--- src/hw/rim_defs.svh ---
// frame layout constants for the remote io frame mapper
`ifndef RIM_DEFS_SVH
`define RIM_DEFS_SVH
`define RIM_FRAME_BYTES    32
`define RIM_REFRESH_CODE   8'h20
`define RIM_BYTE_CODE      0
`define RIM_BYTE_WDT       1
`define RIM_BYTE_CTRL      2
`define RIM_BYTE_CONN      4
`define RIM_BYTE_SLOT0     6
`define RIM_BYTE_REGADDR   22
`define RIM_BYTE_CMDWORD   24
`define RIM_BYTE_DATA      26
`define RIM_BYTE_RSVD      31
`define RIM_BIT_KICK       6
`define RIM_BIT_STATUS     7
`define RIM_DONE_LATENCY   4
`endif

--- src/hw/rim_pkg.sv ---
// types shared by the remote io frame mapper
package rim_pkg;
  typedef logic [7:0] rim_byte_t;
  // per-axis command bits
  typedef struct packed {
    logic [5:0] op_select;
    logic       start;
    logic       run_positive;
    logic       run_negative;
    logic       home;
    logic       stop;
    logic       excite_enable;
  } rim_axis_cmd_s;
  // per-axis status bits
  typedef struct packed {
    logic [5:0] op_select_echo;
    logic       warning_flag;
    logic       alarm_flag;
    logic       start_echo;
    logic       lost_step_flag;
    logic       motion_flag;
    logic       homed_flag;
    logic       ready;
    logic       inside_zone_flag;
  } rim_axis_stat_s;
  // decoded motion action after priority
  typedef struct packed {
    logic excite;
    logic halt;
    logic run_pos;
    logic run_neg;
    logic home_go;
    logic start_go;
  } rim_action_s;
  typedef enum logic [1:0] {RIM_IDLE, RIM_BUSY, RIM_DONE} rim_state_e;
endpackage : rim_pkg

--- src/hw/rim_frame_mapper.sv ---
// remote io frame mapper: unpacks command frames, builds response frames
`timescale 1ns/1ps
`default_nettype none
`include "rim_defs.svh"
module rim_frame_mapper
  import rim_pkg::*;
#(
  parameter int AXES16     = 16,
  parameter int DONE_LAT   = `RIM_DONE_LATENCY
) (
  input  wire logic                clk,
  input  wire logic                arst_n,
  input  wire logic                mode_8bit,
  input  wire logic                rx_valid,
  input  wire logic [255:0]        rx_frame,
  input  wire logic [7:0]          conn_status,
  input  wire logic [15:0]         frame_status,
  input  wire rim_axis_stat_s [15:0] axis_stat,
  input  wire logic                cmd_result_error,
  input  wire logic [31:0]         cmd_result_data,
  output var  rim_axis_cmd_s [15:0] axis_cmd,
  output var  rim_action_s [15:0]  axis_action,
  output logic [15:0]              frame_control,
  output logic [7:0]               reg_address,
  output logic [13:0]              cmd_code,
  output logic [31:0]              cmd_data,
  output logic                     cmd_start,
  output logic                     tx_valid,
  output logic [255:0]             tx_frame
);
  // ---------------------------------------------------------------
  // reset release
  // ---------------------------------------------------------------
  logic rst_meta_reg, rst_n_reg;
  always_ff @(posedge clk or negedge arst_n) begin
    if (!arst_n) begin
      rst_meta_reg <= 1'b0;
      rst_n_reg    <= 1'b0;
    end else begin
      rst_meta_reg <= 1'b1;
      rst_n_reg    <= rst_meta_reg;
    end
  end

  // ---------------------------------------------------------------
  // frame byte view
  // ---------------------------------------------------------------
  rim_byte_t rx_b [0:31];
  for (genvar i = 0; i < 32; i++) begin : g_rxb
    assign rx_b[i] = rx_frame[8*i +: 8];
  end
  wire frame_ok = rx_valid && (rx_b[`RIM_BYTE_CODE] == `RIM_REFRESH_CODE);
  wire [15:0] ctrl_w = {rx_b[`RIM_BYTE_CTRL+1], rx_b[`RIM_BYTE_CTRL]};
  wire [15:0] cmdw   = {rx_b[`RIM_BYTE_CMDWORD+1], rx_b[`RIM_BYTE_CMDWORD]};
  wire [31:0] data_w = {rx_b[`RIM_BYTE_DATA+3], rx_b[`RIM_BYTE_DATA+2],
                        rx_b[`RIM_BYTE_DATA+1], rx_b[`RIM_BYTE_DATA]};
  wire        kick   = cmdw[8+`RIM_BIT_KICK];

  // ---------------------------------------------------------------
  // per-axis input decode and priority
  // ---------------------------------------------------------------
  rim_axis_cmd_s [15:0] cmd_next;
  rim_action_s   [15:0] act_next;
  for (genvar a = 0; a < 16; a++) begin : g_axis
    // 16-bit: axes 0..7 at 6+2n; 8-bit: axes 0..15 at 6+n
    wire rim_byte_t lo = rx_b[`RIM_BYTE_SLOT0 + 2*(a%8)];
    wire rim_byte_t hi = rx_b[`RIM_BYTE_SLOT0 + 2*(a%8) + 1];
    wire rim_byte_t by = rx_b[`RIM_BYTE_SLOT0 + a];
    wire rim_byte_t sel = mode_8bit ? by : hi;
    wire live = mode_8bit || (a < 8);
    assign cmd_next[a].op_select     = (live && !mode_8bit) ? lo[5:0] : 6'h00;
    assign cmd_next[a].start         = live & sel[0];
    assign cmd_next[a].run_positive  = live & sel[1];
    assign cmd_next[a].run_negative  = live & sel[2];
    assign cmd_next[a].home          = live & sel[3];
    assign cmd_next[a].stop          = live & sel[4];
    assign cmd_next[a].excite_enable = live & sel[5];
    // priority: no excitation or stop masks all motion
    wire c_en = cmd_next[a].excite_enable;
    wire c_go = c_en && !cmd_next[a].stop;
    wire both = cmd_next[a].run_positive && cmd_next[a].run_negative;
    wire runs = cmd_next[a].run_positive || cmd_next[a].run_negative;
    assign act_next[a].excite   = c_en;
    assign act_next[a].halt     = !c_go || both;
    assign act_next[a].run_pos  = c_go && cmd_next[a].run_positive && !both;
    assign act_next[a].run_neg  = c_go && cmd_next[a].run_negative && !both;
    assign act_next[a].home_go  = c_go && !runs && cmd_next[a].home &&
                                  !axis_cmd[a].home;
    assign act_next[a].start_go = c_go && !runs && !cmd_next[a].home &&
                                  cmd_next[a].start && !axis_cmd[a].start;
  end

  // ---------------------------------------------------------------
  // register command handshake
  // ---------------------------------------------------------------
  rim_state_e st_reg, st_next;
  logic       kick_reg;
  logic [7:0] lat_reg;
  logic       ack_reg, err_reg;
  logic [31:0] rdata_reg;
  // a command starts only on a kick edge between accepted frames
  wire kick_rise = frame_ok && kick && !kick_reg;
  // a frame that kicks a new command must not report the old one as done
  wire ack_shown = ack_reg && !kick_rise;
  always_comb begin
    st_next = st_reg;
    case (st_reg)
      RIM_IDLE: if (kick_rise) st_next = RIM_BUSY;
      RIM_BUSY: if (lat_reg == 8'(DONE_LAT - 1)) st_next = RIM_DONE;
      RIM_DONE: if (kick_rise) st_next = RIM_BUSY;
      default:  st_next = RIM_IDLE;
    endcase
  end

  // state and handshake registers
  always_ff @(posedge clk or negedge rst_n_reg) begin
    if (!rst_n_reg) begin
      st_reg    <= RIM_IDLE;
      kick_reg  <= 1'b0;
      lat_reg   <= 8'h00;
      ack_reg   <= 1'b0;
      err_reg   <= 1'b0;
      rdata_reg <= 32'h0000_0000;
    end else begin
      st_reg   <= st_next;
      if (frame_ok) kick_reg <= kick;
      lat_reg  <= (st_reg == RIM_BUSY) ? lat_reg + 8'h01 : 8'h00;
      // completion wins over a kick that lands in the same cycle
      if (st_reg == RIM_BUSY && st_next == RIM_DONE) begin
        ack_reg   <= 1'b1;
        err_reg   <= cmd_result_error;
        rdata_reg <= cmd_result_data;
      end else if (kick_rise) ack_reg <= 1'b0;
    end
  end

  // ---------------------------------------------------------------
  // response frame assembly
  // ---------------------------------------------------------------
  rim_byte_t tx_b [0:31];
  assign tx_b[`RIM_BYTE_CODE]   = `RIM_REFRESH_CODE;
  assign tx_b[`RIM_BYTE_WDT]    = rx_b[`RIM_BYTE_WDT];
  assign tx_b[`RIM_BYTE_CTRL]   = frame_status[7:0];
  assign tx_b[`RIM_BYTE_CTRL+1] = frame_status[15:8];
  assign tx_b[`RIM_BYTE_CONN]   = conn_status;
  assign tx_b[`RIM_BYTE_CONN+1] = 8'h00;
  for (genvar s = 0; s < 16; s++) begin : g_out
    // 8-bit mode reports axis s, 16-bit mode axis s/2 in two bytes
    wire rim_axis_stat_s q = axis_stat[s];
    wire rim_axis_stat_s p = axis_stat[s/2];
    wire rim_byte_t w_lo = {p.alarm_flag, p.warning_flag, p.op_select_echo};
    wire rim_byte_t w_hi = {p.inside_zone_flag, 1'b0, p.ready, 1'b0,
                            p.homed_flag, p.motion_flag, p.lost_step_flag,
                            p.start_echo};
    wire rim_byte_t w_8  = {q.inside_zone_flag, 1'b0, q.ready, q.alarm_flag,
                            q.homed_flag, q.motion_flag, q.lost_step_flag,
                            q.start_echo};
    // byte 6+s: 8-bit mode slot s, or 16-bit axis s/2 low/high half
    wire rim_byte_t w_16 = (s % 2 == 0) ? w_lo : w_hi;
    assign tx_b[`RIM_BYTE_SLOT0 + s] = mode_8bit ? w_8 : w_16;
  end
  assign tx_b[`RIM_BYTE_REGADDR]   = rx_b[`RIM_BYTE_REGADDR];
  assign tx_b[`RIM_BYTE_REGADDR+1] = rx_b[`RIM_BYTE_REGADDR+1];
  assign tx_b[`RIM_BYTE_CMDWORD]   = cmdw[7:0];
  assign tx_b[`RIM_BYTE_CMDWORD+1] = {err_reg, ack_shown, cmdw[13:8]};
  for (genvar d = 0; d < 4; d++) begin : g_dat
    assign tx_b[`RIM_BYTE_DATA + d] = rdata_reg[8*d +: 8];
  end
  assign tx_b[30]             = 8'h00;
  assign tx_b[`RIM_BYTE_RSVD] = 8'h00;
  logic [255:0] tx_next;
  for (genvar t = 0; t < 32; t++) begin : g_txp
    assign tx_next[8*t +: 8] = tx_b[t];
  end

  // ---------------------------------------------------------------
  // output registers, refreshed on each accepted frame; cmd_start and tx_valid every cycle; command code and data only on a kick edge
  // ---------------------------------------------------------------
  always_ff @(posedge clk or negedge rst_n_reg) begin
    if (!rst_n_reg) begin
      axis_cmd      <= '0;
      axis_action   <= '0;
      frame_control <= 16'h0000;
      reg_address   <= 8'h00;
      cmd_code      <= 14'h0000;
      cmd_data      <= 32'h0000_0000;
      cmd_start     <= 1'b0;
      tx_valid      <= 1'b0;
      tx_frame      <= '0;
    end else begin
      cmd_start <= kick_rise;
      tx_valid  <= frame_ok;
      if (frame_ok) begin
        axis_cmd      <= cmd_next;
        axis_action   <= act_next;
        frame_control <= ctrl_w;
        reg_address   <= rx_b[`RIM_BYTE_REGADDR];
        tx_frame      <= tx_next;
      end
      if (kick_rise) begin
        cmd_code <= cmdw[13:0];
        cmd_data <= data_w;
      end
    end
  end
endmodule : rim_frame_mapper
`default_nettype wire

--- config.mk ---
export PLATFORM = sky130hd
export DESIGN_NAME = rim_frame_mapper
export DESIGN_NICKNAME = d
export VERILOG_FILES = /design/src/hw/rim_pkg.sv /design/src/hw/rim_frame_mapper.sv
export VERILOG_INCLUDE_DIRS = /design/src /design/src/hw
export SDC_FILE = /design/constraint.sdc
export NUM_CORES = 1
export LEC_CHECK = 0
export ABC_AREA = 1
export BUFFER_PORTS_ARGS = -buffer_cell sky130_fd_sc_hd__clkbuf_2
export CAP_MARGIN = 10
export CORE_AREA = 2 2 450 452
export CTS_CLUSTER_SIZE = 24
export DETAILED_ROUTE_END_ITERATION = 6
export DIE_AREA = 0 0 452 454
export PLACE_DENSITY = 0.3
export SLEW_MARGIN = 10
export SYNTH_ARGS = -nofsm -noshare
export SYNTH_HDL_FRONTEND = slang
export SYNTH_SLANG_ARGS = --single-unit
--- constraint.sdc ---
create_clock -name clk -period 36.7 [get_ports clk]
set_input_delay 1.835 -clock clk [delete_from_list [all_inputs] [get_ports clk]]
set_output_delay 1.835 -clock clk [all_outputs]
set_load 0.01 [all_outputs]
# --- After elaboration in Yosys (flattened, before gate mapping) ---
# Index checks and enable logic that the tools add are counted.
classes:
  mul: 0
  n_eq_ne: 5
  n_div: 0
  n_reduce_logical: 346
  bitwise_logic: 48
  magnitude_cmp: 0
  add_sub_neg: 1
  mux: 45
  n_shift: 0
ops:
  columns: ["cell", "n"]
  rows:
  - ["1-bit logical AND", 197]
  - ["6-bit two-way mux", 23]
  - ["8-bit two-way mux", 17]
  - ["1-bit logical NOT", 114]
  - ["1-bit AND", 48]
  - ["1-bit logical OR", 32]
  - ["8-bit by 1-bit adder with 8-bit output (second input constant)", 1]
  - ["8-bit by 2-bit == test with 1-bit output (second input constant)", 1]
  - ["8-bit by 6-bit == test with 1-bit output (second input constant)", 1]
  - ["2-bit == test (second input constant)", 2]
  - ["2-bit two-way mux", 2]
  - ["2-bit one-hot mux with 2 select lines", 1]
  - ["2-bit by 1-bit == test with 1-bit output (second input constant)", 1]
  - ["2-bit logical NOT", 1]
  - ["1-bit two-way mux", 2]
  - ["2-bit nonzero test", 1]
  - ["2-bit OR reduction", 1]
word_totals:
  reg_bits: 568
  out_inout_bits: 616
  word_cells: 644
  in_bits: 541
  latchBits: 0
  ram_bits: 0
  n_memories: 0
  mem_bits_ro: 0

# --- Logic depth before layout (Yosys ltp) ---
logic_depth:
  ltp_word: 9
  ltp_mapped: 9
  mapped_depth_nobuf: 8

# --- Least setup slack after synthesis ---
# Ideal clock, no wire load.
synth_timing:
  path_type: "input to register"
  start: "input port rx_frame[1]"
  end: "register st_reg[1]"
  setup_ns: 0.130
  path_slack_ns: 33.748
  n_path_buf: 2
  arrival_ns: 2.822
  t_required_ns: 36.570
  stages: 8
  cell_sequence: "nor2_2 nand3_1 nor2_4 nand3_1 buf_2 buf_2 nand2_1 nand2_1"
synth_between:
  elab_chain_cells: 6
synth_rtl:
  columns: ["item", "line", "text"]
  rows:
  - ["start, declared", "rim_frame_mapper.sv:15", "input wire logic [255:0] rx_frame,"]
  - ["8-bit by 6-bit == test with 1-bit output (no source line)", null, null]
  - ["1-bit logical AND", "rim_frame_mapper.sv:52", "wire frame_ok = rx_valid && (rx_b[`RIM_BYTE_CODE] == `RIM_REFRESH_CODE);"]
  - ["1-bit logical AND (2 in series)", "rim_frame_mapper.sv:102", "wire kick_rise = frame_ok && kick && !kick_reg;"]
  - ["2-bit two-way mux", "rim_frame_mapper.sv:108, rim_frame_mapper.sv:110", null]
  - ["2-bit one-hot mux with 2 select lines", "rim_frame_mapper.sv:107", "case (st_reg)"]
  - ["via st_next[1]", "rim_frame_mapper.sv:96", "rim_state_e st_reg, st_next;"]
  - ["end signal, assigned", "rim_frame_mapper.sv:125", "st_reg <= st_next;"]
  - ["end, declared", "rim_frame_mapper.sv:96", null]
# The timed path passes the listed nets, and every way through them passes these cells.
# A chain may end at the register's enable or synchronous reset.

==> metrics.cfg <==
[finish]
area_growth_pct = 40.87
largest_reg_flops = 210
fin_area_mm2 = 0.03394
nFillCells = 22900
final_common_cell = nand2_1
regMostFlops = tx_frame
nets = 4186
drive_gt1_share_pct = 29.98
reg_top3 = tx_frame: 210 flops, axis_cmd: 139 flops, axis_action: 85 flops
layout_common_cells = nand2_1 (1193), clkbuf_2 (947), dfrtp_1 (551), o21ai_0 (306), mux2i_1 (101)

[synthesis]
synth_top_family_by_area = simple AND/OR/NAND/NOR gates
synthCells = 2767
synth_top_area_share_pct = 57.33
yosysWarnings = 0
ys_seq_area_share_pct = 57.33
yosys.area_share.adder_pct = 0.05193
yosysUniqueCellTypes = 30
ys_top_cells_by_area = dfrtp_1 (57%), nand2_1 (19%), o21ai_0 (6.4%), mux2i_1 (4.2%), buf_4 (3.9%)
synth_compound_area_share_pct = 6.917
synth_top_cell_by_area = dfrtp_1
ys_seq_elements = 552
postSynthAreaPerCell_um2 = 8.707
yosys.area_share.simple_pct = 23.55
muxShareOfSynthArea_pct = 4.196
syn-cell-area_mm2 = 0.02409
synth_xor_xnor_area_share_pct = 0

[routing]
firstDrtPassIters = 5
viasPerCell = 3.399
antenna_left = 0
wire_per_inst_um = 21.32
drcViolationCount = 0
vias = 21730
wl_um = 136300
drt_iter0_markers = 1326

[placed_design]
port_buffers = 948
placed_area_mm2 = 0.03124
dp_hpwl_um = 104100
gp_congestion = 0.8020

[global_route]
antenna_found_initial = 41
grt_pass1_wl_um = 184500
overflow = 0
grt_max_degree = 173
grt_usage_pct = 12.89
first_global_vias = 21910

[sta]
report.final.hold_viol_count = 0
whs_ns = 0.3535
fin_crit_ns = 4.151
setup-tns-final_ns = 0
rsz0062_at_grt = false
slew-limit-headroom_pct = 26.39
finalMaxSlewViolations = 0
finalCritPeriodShare_pct = 11.31
fin_skew_ns = 0.03332
fmax_mhz = 240.9
finalSetupViolCount = 0
worst_slew_pin_slew_ns = 1.104

[power]
p_int_uw = 1153
seqPwrFrac_pct = 40.3
power_uw = 1603
switchingPower_uw = 450.2
comb_power_share_pct = 9.6
pwr-share-clk_pct = 50.1
p_leak_uw = 0.01802
ir_drop_mv = 0.03593
p_per_area_mw_per_mm2 = 47.24
p_sw_share_pct = 28.08

[die]
core-area_mm2 = 0.2009
start_util_pct = 11.99
fp.dieH_um = 454
die_w_um = 452
die_area_mm2 = 0.2052
placementRows = 165
ios = 1157

[clock_network]
ctsHoldBuffers = 0
cts_setup_buffers = 0
clock-sinks = 552
cts_tree = built
path_clk_slew_ns = 0.06
cts_max_path_buffers = 3
cts_resized = 0
h-tree-depth = 3
cts-root-buf = clkbuf_16
clock_latency_ns = 0.71
cts_buffers = 82

[flow_run]
maxCapViolations = 0

[status]
outcome = complete, no violations

[setup_path]
critPathLaunchType = flip-flop
required_ns = 37.44
cp.arrival_ns = 4.89
reg2regPathDepth = 4
critical_path_class = flip-flop to async pin
crit_fanout = 63
endpoint_kind = async pin

[hold_path]
hold_path.class = flip-flop to flip-flop
whs_path_depth = 0

-- path summary, 6_finish.rpt --
path	start	endpoint	slack, ns
worst max register to register	rst_n_reg$_DFF_PN0_	tx_frame[88]$_DFFE_PN0N_	32.55
min in group asynchronous	rst_n_reg$_DFF_PN0_	tx_frame[215]$_DFFE_PN0N_	0.45
worst min-delay path	rst_meta_reg$_DFF_PN0_	rst_n_reg$_DFF_PN0_	0.35
max in group clk	mode_8bit	axis_action[10]$_DFFE_PN0N_	32.60
worst min register to register	rst_meta_reg$_DFF_PN0_	rst_n_reg$_DFF_PN0_	0.35
worst max-delay path	rst_n_reg$_DFF_PN0_	tx_frame[88]$_DFFE_PN0N_	32.55
-- worst max-delay path, stage by stage (launching register included) --
cell and delay [ns]:
dfrtp_4 0.99, buf_4 0.78, buf_4 0.70, buf_4 0.81, buf_4 0.68
-- power groups by stage --
stage               Clock (uW)  Sequential, uW  Combinational [uW]
floorplan                    0             673                56.7
global placement             0             657                 161
detailed placement           0             657                 160
CTS                        843             647                 161
global route               867             649                 173
finish                     803             647                 154
-- cell usage after synthesis (all sizes together) --
cell       n
and2       1
nand3b     7
o31ai      2
nand2   1194
nor3       8
ha         1
or2        1
a211oi     1
a21boi     2
o211ai     1
o21a       2
dfrtp    552
a21oi     10
buf      207
nand3     77
nor2      75
mux2i    101
clkbuf    63
inv       86
nand4     62
o21ai    311
conb       2
nor3b      1
-- stage by stage --
| stage | util, % | std cells | setup WS (ns) |
|---|---|---|---|
| 2_1_floorplan | - | 2853 | 20.18 |
| 3_3_place_gp | 15.55 | 6232 | 31.66 |
| 3_5_place_dp | 15.55 | 6232 | 31.68 |
| 4_1_cts | 16.88 | 6381 | 32.16 |
| 5_1_grt | 16.89 | 6390 | 31.85 |
| 6_report | 16.90 | 6392 | 32.55 |
-- layout make-up --
cell class,instances,area (um^2),share of cell area [%]
flip-flops and latches,552,13820,40.71
multi-input cells,1945,8730,25.72
repair buffers,977,5022,14.80
well taps,2672,3343,9.850
clock buffers,128,2427,7.152
inverters,86,325.3,0.9585
clock inverters,21,247.7,0.7299
diodes,11,27.53,0.08110
-- layer usage --
metal	global-route usage (%)	routed length, um	share of wire, %
met4	6.297	5736	4.2
met1	14.03	51220	38
met5	0	203	0.15
met3	4.797	11100	8.1
met2	22.01	67990	50
-- kinds of logic after synthesis --
| kind of cell | after synthesis |
|---|---|
| AO/OA/AOI/OAI | 329 |
| adder cells (fa/ha/maj) | 1 |
| buffers and inverters | 356 |
| flip-flops | 552 |
| multiplexers | 101 |
| other | 2 |
| AND/OR/NAND/NOR | 1426 |
(Power assumes the default switching activity.)
